--- src/hdl/ebt_params.svh ---
// offsets, field positions, reset values and timing counts of the 8-bit timer
// assumes byte addressing on a 32-bit Avalon-MM register bus
`ifndef EBT_PARAMS_SVH
`define EBT_PARAMS_SVH

// register byte offsets
`define EBT_ADDR_COUNT 4'h0
`define EBT_ADDR_CFG 4'h4
`define EBT_ADDR_INTCTL 4'h8

// configuration register fields
`define EBT_CFG_SRC 5
`define EBT_CFG_EDGE 4
`define EBT_CFG_PSA 3
`define EBT_CFG_RATIO_HI 2
`define EBT_CFG_RATIO_LO 0

// interrupt control register fields
`define EBT_INT_FLAG 2
`define EBT_INT_EN 5

// reset values and the count value that wraps to zero
`define EBT_CFG_RESET 6'h3F
`define EBT_COUNT_RESET 8'h00
`define EBT_COUNT_MAX 8'hFF
`define EBT_PRESC_RESET 8'h00

// timing: clock is the oscillator, instruction cycle is four phases
`define EBT_TOSC_NS 25
`define EBT_INHIBIT_CYCLES 2'h2

`endif

--- src/hdl/ebt_pkg.sv ---
// types shared by the 8-bit timer and its prescaler
// assumes the oscillator clock drives all logic
package ebt_pkg;

   // one-hot instruction cycle phases, one per oscillator period
   typedef enum logic [3:0] {
      PH_Q1 = 4'h1,
      PH_Q2 = 4'h2,
      PH_Q3 = 4'h4,
      PH_Q4 = 4'h8
   } ebt_phase_t;

endpackage

--- src/hdl/ebt_prescaler.sv ---
// shared 8-bit prescaler: counts step pulses, taps one bit as its output
// assumes step and clear come from logic on the same clock
`timescale 1ns/10ps
`include "ebt_params.svh"

module ebt_prescaler
   import ebt_pkg::*;
(
   input wire logic clk,
   input wire logic rst_n,
   input wire logic clear,
   input wire logic step,
   input wire logic [2:0] ratio,
   output logic tap,
   output logic [7:0] count
);

   logic [7:0] next_count;

   always_comb begin
      next_count = count;
      if (clear) begin
         next_count = `EBT_PRESC_RESET;
      end else if (step) begin
         next_count = count + 8'h01;
      end
   end

   always_ff @(posedge clk or negedge rst_n) begin
      if (!rst_n) begin
         count <= `EBT_PRESC_RESET;
      end else begin
         count <= next_count;
      end
   end

   // bit n completes one period every 2^(n+1) steps
   assign tap = count[ratio]; // see RULE17
endmodule

--- src/hdl/ebt_timer.sv ---
// 8-bit timer/counter with a prescaler shared with the watchdog
// assumes sleepMode, wdtTick and wdtClear come from core logic on clk;
// countInputPin is asynchronous and is synchronised here
//
// Summary of operation
// RULE1: source is instruction clock or count pin
// RULE2: source bit clear counts each instruction cycle
// RULE3: count write blocks increments two instruction cycles
// RULE4: source set counts pin edges, edge bit selects
// RULE5: prescaler serves counter or watchdog, never both
// RULE6: ratio field sets 1:2..1:256, watchdog gives 1:1
// RULE7: prescaler count never visible to software
// RULE8: wrap from FF to 00 sets overflow flag
// RULE9: enable bit gates the overflow interrupt
// RULE10: software clears flag, hardware never does
// RULE11: sleep halts counter, no overflow occurs
// RULE12: pin edges feed prescaler before sampling
// RULE13: source sampled on second and fourth phases
// RULE14: count write clears prescaler if counter owns it
// RULE15: watchdog clear clears prescaler if watchdog owns it
// RULE16: pin edge reaches count within 3..7 oscillator periods
// RULE17: ratio n selects divide by 2^(n+1)
// RULE18: watchdog ticks pass prescaler as postscaled timeout
//
// Implementation choices: register access over Avalon-MM and the register offsets.
`timescale 1ns/10ps
`include "ebt_params.svh"

module ebt_timer
   import ebt_pkg::*;
(
   input wire logic clk,
   input wire logic rst_n,
   input wire logic [3:0] address,
   input wire logic read,
   input wire logic write,
   input wire logic [31:0] writedata,
   output logic [31:0] readdata,
   output logic waitrequest,
   input wire logic countInputPin,
   input wire logic sleepMode,
   input wire logic wdtTick,
   input wire logic wdtClear,
   output logic wdtTimeout,
   output logic irq
);

   // instruction cycle phase and pin synchroniser
   ebt_phase_t phase;
   ebt_phase_t next_phase;
   logic pinMeta;
   logic pinSync;
   logic pinPrev;

   always_comb begin
      case (phase)
         PH_Q1: next_phase = PH_Q2;
         PH_Q2: next_phase = PH_Q3;
         PH_Q3: next_phase = PH_Q4;
         PH_Q4: next_phase = PH_Q1;
         default: next_phase = PH_Q1;
      endcase
   end

   always_ff @(posedge clk or negedge rst_n) begin
      if (!rst_n) begin
         phase <= PH_Q1;
         pinMeta <= 1'b0;
         pinSync <= 1'b0;
         pinPrev <= 1'b0;
      end else begin
         phase <= next_phase;
         pinMeta <= countInputPin;
         pinSync <= pinMeta; // see RULE16
         pinPrev <= pinSync;
      end
   end

   // register state
   logic [7:0] count;
   logic [5:0] cfg;
   logic ovfFlag;
   logic ovfEn;
   logic [1:0] inhCnt;
   logic sampLvl;
   logic wdtTapPrev;
   logic [7:0] next_count;
   logic [5:0] next_cfg;
   logic next_ovfFlag;
   logic next_ovfEn;
   logic [1:0] next_inhCnt;
   logic next_sampLvl;
   logic next_wdtTimeout;
   logic next_irq;

   // bus decode
   logic wrAcc;
   logic wrCount;
   logic wrCfg;
   logic wrIntctl;
   logic [31:0] next_readdata;
   logic next_waitrequest;

   assign wrAcc = write && !waitrequest;
   assign wrCount = wrAcc && (address == `EBT_ADDR_COUNT);
   assign wrCfg = wrAcc && (address == `EBT_ADDR_CFG);
   assign wrIntctl = wrAcc && (address == `EBT_ADDR_INTCTL);

   // configuration decode
   logic srcCounter;
   logic edgeFall;
   logic psaWdt;
   logic [2:0] ratio;

   assign srcCounter = cfg[`EBT_CFG_SRC];
   assign edgeFall = cfg[`EBT_CFG_EDGE];
   assign psaWdt = cfg[`EBT_CFG_PSA];
   assign ratio = cfg[`EBT_CFG_RATIO_HI:`EBT_CFG_RATIO_LO];

   // event path
   logic run;
   logic pinLvl;
   logic pinEdge;
   logic baseEvent;
   logic prescStep;
   logic prescClear;
   logic prescTap;
   logic [7:0] prescCount;
   logic srcLvl;
   logic sampleNow;
   logic srcRise;
   logic incTick;
   logic doInc;

   assign run = !sleepMode; // see RULE11
   // falling-edge mode inverts the pin so both modes look for a rise
   assign pinLvl = pinSync ^ edgeFall; // see RULE4
   assign pinEdge = pinLvl && !(pinPrev ^ edgeFall);
   assign baseEvent = srcCounter ? pinEdge : (phase == PH_Q4); // see RULE1

   // the watchdog owns the prescaler input whenever assigned to it
   assign prescStep = psaWdt ? wdtTick : (baseEvent && run); // see RULE5 RULE12 RULE18
   assign prescClear = (wrCount && !psaWdt) || (wdtClear && psaWdt); // see RULE14 RULE15

   ebt_prescaler u_prescaler (
      .clk(clk),
      .rst_n(rst_n),
      .clear(prescClear),
      .step(prescStep),
      .ratio(ratio),
      .tap(prescTap),
      .count(prescCount)
   );

   // without the prescaler the pin itself is what gets sampled
   assign srcLvl = (srcCounter && psaWdt) ? pinLvl : prescTap; // see RULE6 RULE13
   // pin-derived sources are only looked at on the second and fourth phase
   assign sampleNow = srcCounter ? (phase == PH_Q2 || phase == PH_Q4) : 1'b1; // see RULE13
   assign srcRise = sampleNow && srcLvl && !sampLvl;
   // timer mode with no prescaler steps once per instruction cycle
   assign incTick = (!srcCounter && psaWdt) ? (phase == PH_Q4) : srcRise; // see RULE2
   assign doInc = incTick && run && (inhCnt == 2'h0) && !wrCount; // see RULE3 RULE11

   always_comb begin
      next_count = count;
      if (wrCount) begin
         next_count = writedata[7:0];
      end else if (doInc) begin
         next_count = count + 8'h01;
      end
   end

   always_comb begin
      next_inhCnt = inhCnt;
      if (wrCount) begin
         next_inhCnt = `EBT_INHIBIT_CYCLES; // see RULE3
      end else if (inhCnt != 2'h0 && phase == PH_Q4) begin
         next_inhCnt = inhCnt - 2'h1;
      end
   end

   always_comb begin
      next_sampLvl = sampLvl;
      if (sampleNow) begin
         next_sampLvl = srcLvl;
      end
   end

   always_comb begin
      next_cfg = cfg;
      if (wrCfg) begin
         next_cfg = writedata[5:0];
      end
   end

   // a wrap in the same cycle as a write-one clear keeps the flag set
   always_comb begin
      next_ovfFlag = ovfFlag;
      if (wrIntctl && writedata[`EBT_INT_FLAG]) begin
         next_ovfFlag = 1'b0; // see RULE10
      end
      if (doInc && count == `EBT_COUNT_MAX) begin
         next_ovfFlag = 1'b1; // see RULE8
      end
   end

   always_comb begin
      next_ovfEn = ovfEn;
      if (wrIntctl) begin
         next_ovfEn = writedata[`EBT_INT_EN];
      end
   end

   assign next_irq = next_ovfFlag && next_ovfEn; // see RULE9

   // watchdog timeout: raw tick at 1:1, else each rise of the tap
   assign next_wdtTimeout = psaWdt ? (prescTap && !wdtTapPrev) : wdtTick; // see RULE18

   always_ff @(posedge clk or negedge rst_n) begin
      if (!rst_n) begin
         count <= `EBT_COUNT_RESET;
         cfg <= `EBT_CFG_RESET;
         ovfFlag <= 1'b0;
         ovfEn <= 1'b0;
         inhCnt <= 2'h0;
         // reset config counts falling edges of an idle-low pin, so the level seen is high
         sampLvl <= 1'b1;
         wdtTapPrev <= 1'b0;
         wdtTimeout <= 1'b0;
         irq <= 1'b0;
      end else begin
         count <= next_count;
         cfg <= next_cfg;
         ovfFlag <= next_ovfFlag;
         ovfEn <= next_ovfEn;
         inhCnt <= next_inhCnt;
         sampLvl <= next_sampLvl;
         wdtTapPrev <= prescTap;
         wdtTimeout <= next_wdtTimeout;
         irq <= next_irq;
      end
   end

   // bus answer: one wait cycle, then waitrequest low for one cycle
   always_comb begin
      next_waitrequest = !((read || write) && waitrequest);
      next_readdata = readdata;
      if (read && waitrequest) begin
         case (address)
            `EBT_ADDR_COUNT: next_readdata = {24'h000000, count};
            `EBT_ADDR_CFG: next_readdata = {26'h0000000, cfg};
            `EBT_ADDR_INTCTL: next_readdata = {26'h0000000, ovfEn, 2'h0, ovfFlag, 2'h0};
            // the prescaler count has no address of its own
            default: next_readdata = 32'h00000000; // see RULE7
         endcase
      end
   end

   always_ff @(posedge clk or negedge rst_n) begin
      if (!rst_n) begin
         waitrequest <= 1'b1;
         readdata <= 32'h00000000;
      end else begin
         waitrequest <= next_waitrequest;
         readdata <= next_readdata;
      end
   end
endmodule

--- config.mk ---
export PLATFORM = sky130hd
export DESIGN_NAME = ebt_timer
export DESIGN_NICKNAME = d
export VERILOG_FILES = /design/src/hdl/ebt_pkg.sv /design/src/hdl/ebt_prescaler.sv /design/src/hdl/ebt_timer.sv
export VERILOG_INCLUDE_DIRS = /design/src /design/src/hdl
export SDC_FILE = /design/constraint.sdc
export NUM_CORES = 1
export LEC_CHECK = 0
export ABC_AREA = 0
export BUFFER_PORTS_ARGS = -buffer_cell sky130_fd_sc_hd__clkbuf_2
export CORE_AREA = 3 3 104 106
export DETAILED_ROUTE_END_ITERATION = 8
export DIE_AREA = 0 0 107 109
export PLACE_DENSITY = 0.44
export SLEW_MARGIN = 20
export SYNTH_ARGS = -nofsm -noshare
export SYNTH_HDL_FRONTEND = slang
export SYNTH_HIERARCHICAL = 1
export SYNTH_SLANG_ARGS = --single-unit
--- constraint.sdc ---
create_clock -name clk -period 2.5 [get_ports clk]
set_input_delay 0.25 -clock clk [delete_from_list [all_inputs] [get_ports clk]]
set_output_delay 0.25 -clock clk [all_outputs]
set_load 0.03 [all_outputs]
==> impl_results.md, run 1 <==
- Top delay family on crit path: flip-flops
- Final Max Slew Viols: 0
- Synth top area share: 0.372
- Core ar.: 9860 sq um
- # rows: 36
- Slowest-stage cell, CP: dfstp_2
- Synth Area per Inst: 9.94 sq um
- CP Data Arrival Time: 2.55 ns
- IO Pins: 79
- Multi-input gate area: 1160 sq um
- Worst skew pair latency: 0.29 ns
- Final core occ: 0.286
- Slew at the pin closest to its max-slew limit: 0.596 ns
- Final hold vios: 0
- Count leader, synth: dfrtp_1
- Reg area: 1160 sq um
- Static leakage: 1.23 nW
- Clock sink total: 46
- Worst Path Required: 2.72 ns
- Initial Util: 0.252
- Min-Delay Path Depth: 1
- RSZ-0062 raised after global routing: true
- Total gr overflow: 0
- CTS tree: yes
- CP Class: reg -> reg
- Die Area: 11700 sq um
- CP Launch Type: flop
- Netlist cell types: 44
- Final period utilization: 0.934
- Vias in the first global route: 1688
- DRT Wirelength: 5220 um
- Worst hold-check path type: in -> reg
- Max Buffers Root-to-Sink: 2
- Setup Skew: 0.00386 ns
- Initial antenna violation count: 0
- Nets: 331
- Fraction of layout cells with a size suffix above 1: 0.249
- Die Y: 109 um
- WL per Instance: 12.5 um
- Cell area after synthesis: 2490 sq um
- Leading area contributor after synthesis: dfrtp_1
- Peak supply drop: 316 uV
- Total Power: 2.13 mW
- Cell count along the critical path: 8
- Max cap viols: 0
- Layout area overhead: 13.6%
- Root Buffer: clkbuf_8
- Drt initial violations: 57
- Fillers: 1042
- GPL Wtd Cong: 0.744
- CP bufs+invs: 2
- Hpwl dp: 3980 um
- Slew margin rel.: 0.600
- First-pass GRT wire length: 8530 um
- # DRC: 0
- Status: finished, final reports clean
- FF+latch count, synth: 46
- Drt pass-1 iters: 4
- Number of CTS-inserted buffers: 5
- CTS H-tree lvls: 2
- Yosys warnings: 6
- Max frequency: 0.428 GHz
- Sequential fraction of the synthesis area: 0.468
- Via Count: 1811
- Buffers added on ports: 30
- FFs w/ async S/R, synth: 1.00
- CP Cell Sequence: mux4_2, mux2_2, inv_1, o22ai_1, a32oi_1, buf_4, or4_1, a31oi_1
- Main synth FF type: dfrtp_1
- Slowest Stage Delay on Critical Path: 0.58 ns
- Power Dens Cells: 755 nW/um^2
- Diodes inserted: 0
- R2R cell count: 8
- CP Capture Type: flop
- Clock slew at reported path FFs: 0.08 ns
- Commonest cells in the netlist: dfrtp_1 (37), nand2_1 (29), buf_4 (25), nor2_1 (17), o21ai_0 (15)
- Maximum number of pins on one net before global-route repair: 32
- Final setup vio count: 0
- Vias per cell: 4.33
- Synth area leaders: dfrtp_1 (37%), dfstp_2 (9.5%), buf_4 (7.5%)
- Gr usage total: 0.0930
- Min Tclk post-route: 2.33 ns
- Post-synthesis cell count: 250
- Max FO, Critical Path: 13
- ANT nets after route: 0
- Die Width: 107 um
- EDFF count, synth: 0
==> final timing paths <==
path	startpoint	endpoint	slack (ns)
max reg2reg	cfg[1]$_DFFE_PN1P_	count[3]$_DFFE_PN0P_	0.17
min reg2reg	pinMeta$_DFF_PN0_	pinSync$_DFF_PN0_	0.35
min	countInputPin	pinMeta$_DFF_PN0_	0.06
max	cfg[1]$_DFFE_PN1P_	count[3]$_DFFE_PN0P_	0.17
min in group asynchronous	rst_n	readdata[5]$_DFFE_PN0P_	0.41
max in group asynchronous	rst_n	phase[0]$_DFF_PN1_	1.32
==> placed cells by master (no fill, tap or decap), types with 5 or more instances in the layout <==
master    instances
a31oi_1           6
buf_4             8
clkbuf_2         30
clkbuf_8          6
conb_1           24
dfrtp_1          37
dfstp_2           9
inv_1             7
mux2_2            8
mux2i_1           7
nand2_1          29
nand3_1           5
nand4_1           5
nor2_1           17
o211ai_1          5
o21ai_0          15
o31ai_1           6
or3_1             5
==> timing repair <==
| action | 4_1_cts | 5_1_grt |
|---|---|---|
| endpoints found under the hold margin | 12 | 0 |
| resized for setup | 0 | 2 |
| buffers inserted | 0 | 1 |
| setup endpoints to repair | 0 | 6 |
| hold buffers | 1 | 0 |
==> state kept, by name (all words and copies together), names as in the netlist <==
signal and cells:
pinSync 1, inhCnt 2, phase 4, ovfFlag 1, pinPrev 1, wdtTapPrev 1, count 8, ovfEn 1
readdata 8, sampLvl 1, cfg 6, irq 1, u_prescaler/count 8, wdtTimeout 1, pinMeta 1, waitrequest 1
==> stage by stage <==
| step | area [sq um] | setup slack, ns | hold WS (ns) | setup TNS [ns] | cells |
|---|---|---|---|---|---|
| after global routing | 2830 | -0.0128 | 0.0427 | -0.0128 | 418 |
| after global placement | 2710 | 0.127 | 0.203 | 0 | 408 |
| after floorplan | 2570 | 0.266 | -0.0456 | 0 | 273 |
| after detailed placement | 2710 | 0.131 | 0.200 | 0 | 408 |
| final | 2830 | 0.166 | 0.0649 | 0 | 418 |
| after CTS | 2810 | 0.0907 | 0.0465 | 0 | 417 |
==> worst register-to-register path, cell delays in order, from the launching register on <==
cell     delay [ns]
dfstp_2        0.58
mux4_2         0.22
mux2_2         0.19
inv_1          0.06
o22ai_1        0.19
a32oi_1        0.12
buf_4          0.19
or4_1          0.53
a31oi_1        0.18
==> metal layers <==
metal / vias to the layer above / track usage / part of all wire
met5: - / 0 / 0
met4: 0 / 0.0247 / 0.0057
met3: 2 / 0.0225 / 0.050
met2: 43 / 0.137 / 0.43
met1: 857 / 0.137 / 0.51
li1: 909 / - / -
==> kinds of logic after synthesis <==
family | synth area share
buffers and inverters | 0.104
adder cells (fa/ha/maj) | 0.0151
AO/OA/AOI/OAI | 0.123
XOR/XNOR | 0.0247
flip-flops | 0.468
other | 0.00151
multiplexers | 0.0825
AND/OR/NAND/NOR | 0.181
==> power breakdown <==
part           total (mW)  internal (mW)  switching (mW)  leakage [nW]
Combinational       0.595          0.255           0.340         0.603
Sequential           1.07          0.912           0.160         0.577
Clock               0.467          0.224           0.243        0.0482
==> area by class of cell <==
type | count | share of cell area
clock buffers | 7 | 0.0306
clock inverters | 1 | 0.00177
inverters | 7 | 0.00930
multi-input cells | 185 | 0.410
flip-flops and latches | 46 | 0.411
well taps | 133 | 0.0589
repair buffers | 39 | 0.0779
Note: power is estimated with default switching activity, not from simulation.
==> run 2: changes to the inputs <==
--- a/config.mk
+++ b/config.mk
@@ -8,9 +8,10 @@
 export LEC_CHECK = 0
 export ABC_AREA = 0
 export BUFFER_PORTS_ARGS = -buffer_cell sky130_fd_sc_hd__clkbuf_2
-export CORE_AREA = 3 3 104 106
+export CORE_AREA = 2 2 103 105
+export CTS_BUF_LIST = sky130_fd_sc_hd__clkbuf_4
 export DETAILED_ROUTE_END_ITERATION = 8
-export DIE_AREA = 0 0 107 109
+export DIE_AREA = 0 0 105 107
 export PLACE_DENSITY = 0.44
 export SLEW_MARGIN = 20
 export SYNTH_ARGS = -nofsm -noshare
==> run 2 against run 1 <==
Cell area shrank 0.35%. Final cell count grew 1.4%. Via count rose by 1.3%. Power fell by 4.2%.
==> impl_results.md, run 2 (synthesis gave the netlist of run 1 again) <==
- Status: finished, final reports clean
- Max FO, Critical Path: 13
- Clock slew at reported path FFs: 0.14 ns
- CP Data Arrival Time: 2.62 ns
- Buffers added on ports: 30
- Total gr overflow: 0
- GR Util met1: 0.135
- Power Dens Cells: 726 nW/um^2
- Worst reg-to-reg setup slack: 0.13 ns
- Worst Hold Path EP: waitrequest$_DFF_PN1_
- Hpwl dp: 4020 um
- Setup TNS: 0 ns
- Max frequency: 0.422 GHz
- Fraction of layout cells with a size suffix above 1: 0.250
- Number of CTS-inserted buffers: 5
- Min-Delay Path Depth: 2
- Vias in the first global route: 1747
- Hold Crit Start: read
- Drt initial violations: 42
- Peak supply drop: 229 uV
- Core ar.: 10100 sq um
- Min Tclk post-route: 2.37 ns
- Die Width: 105 um
- Drt pass-1 iters: 4
- Worst hold-check path type: in -> reg
- RSZ-0062 raised after global routing: false
- Via Count: 1835
- Layout area overhead: 13.2%
- GR Layer Usage met3: 0.0237
- Slew margin rel.: 0.460
- Initial Util: 0.246
- Diodes inserted: 0
- Top flop regs: count: 8 flops, readdata: 8 flops, u_prescaler/count: 8 flops
- Worst skew pair latency: 0.36 ns
- Fillers: 1110
- Die Y: 107 um
- Clock sink total: 46
- Commonest non-fill, non-tap cell in the layout: dfrtp_1
- Post-route insts no fill: 424
- GPL Wtd Cong: 0.754
- CTS tree: yes
- R2R Path Start: cfg[1]$_DFFE_PN1P_
- Setup Skew: 0.0211 ns
- Die Area: 11200 sq um
- Worst Path Required: 2.75 ns
- Max Buffers Root-to-Sink: 2
- CP Capture Type: flop
- Max cap viols: 0
- WL per Instance: 12.6 um
- Root Buffer: clkbuf_4
- Multi-input gate area: 1160 sq um
- First-pass GRT wire length: 8860 um
- Final hold vios: 0
- GRT busiest layer: met2
- Gr usage total: 0.100
- Final Max Slew Viols: 0
- R2R cell count: 8
- Nets: 334
- Maximum number of pins on one net before global-route repair: 32
- Reg area: 1160 sq um
- Grt met2 use: 0.158
- # rows: 37
- DRT Wirelength: 5350 um
- CTS H-tree lvls: 2
- Final setup vio count: 0
- Reg-to-reg endpoint: irq$_DFF_PN0_
- Commonest cells after routing, fill and taps aside: dfrtp_1 (37), clkbuf_2 (30), nand2_1 (29)
- Final period utilization: 0.949
- Vias per cell: 4.33
- Static leakage: 1.22 nW
- IO Pins: 79
- CP Class: reg -> reg
- CP Launch Type: flop
- Slew at the pin closest to its max-slew limit: 0.810 ns
- Placed instance count: 413
- # DRC: 0
- Initial antenna violation count: 0
- ANT nets after route: 0
==> run 2: how the worst max path moves through the flow <==
stage                  startpoint                    to
6_report       cfg[1]$_DFFE_PN1P_         irq$_DFF_PN0_
4_1_cts        cfg[1]$_DFFE_PN1P_         irq$_DFF_PN0_
5_1_grt        cfg[1]$_DFFE_PN1P_  count[4]$_DFFE_PN0P_
3_3_place_gp   cfg[1]$_DFFE_PN1P_         irq$_DFF_PN0_
3_5_place_dp   cfg[1]$_DFFE_PN1P_         irq$_DFF_PN0_
2_1_floorplan  cfg[1]$_DFFE_PN1P_  count[6]$_DFFE_PN0P_
==> run 2: area by class of cell <==
cell class                 instances  share of cell area
clock buffer                       5              0.0133
multi-input combinational        185               0.411
clock inverter                     3             0.00578
inverter                           7             0.00933
sequential                        46               0.413
timing repair buffer              42              0.0871
tap                              136              0.0604
==> run 2: stage by stage <==
step                       util  hold WS [ns]  setup slack, ns  area, sq um  total power, mW
after floorplan               -       -0.0456            0.266         2570             1.53
after global placement    0.270         0.335           0.0997         2730             1.69
after detailed placement  0.270         0.335            0.101         2730             1.70
after CTS                 0.278        0.0128           0.0502         2800             2.07
after global routing      0.279       0.00849          0.00841         2820             2.21
final                     0.279        0.0521            0.128         2820             2.04
==> run 2: timing repair <==
item,4_1_cts,5_1_grt
hold buffers,2,0
endpoints found under the setup margin,0,6
resized for setup,0,1
setup buffers,0,1
hold endpoints to repair,22,0
==> run 2: report_power, final <==
part           internal (mW)  total [mW]  switching (mW)  leakage [nW]
clock                  0.105       0.351           0.245        0.0286
sequential             0.912        1.06           0.151         0.577
combinational          0.272       0.630           0.358         0.618
==> run 2: worst max-delay path: stages, from the launching register on <==
cell and delay, ns:
dfstp_2 0.60, mux4_2 0.50, mux2_2 0.31, inv_1 0.10, o22ai_2 0.09, a32oi_1 0.21
buf_4 0.21, or4_1 0.17, a21boi_1 0.07
==> run 2: layer usage <==
metal	part of all wire	wire (um)
met1	0.50	2670
met2	0.46	2460
met3	0.034	180
met4	0.0080	43
met5	0	0
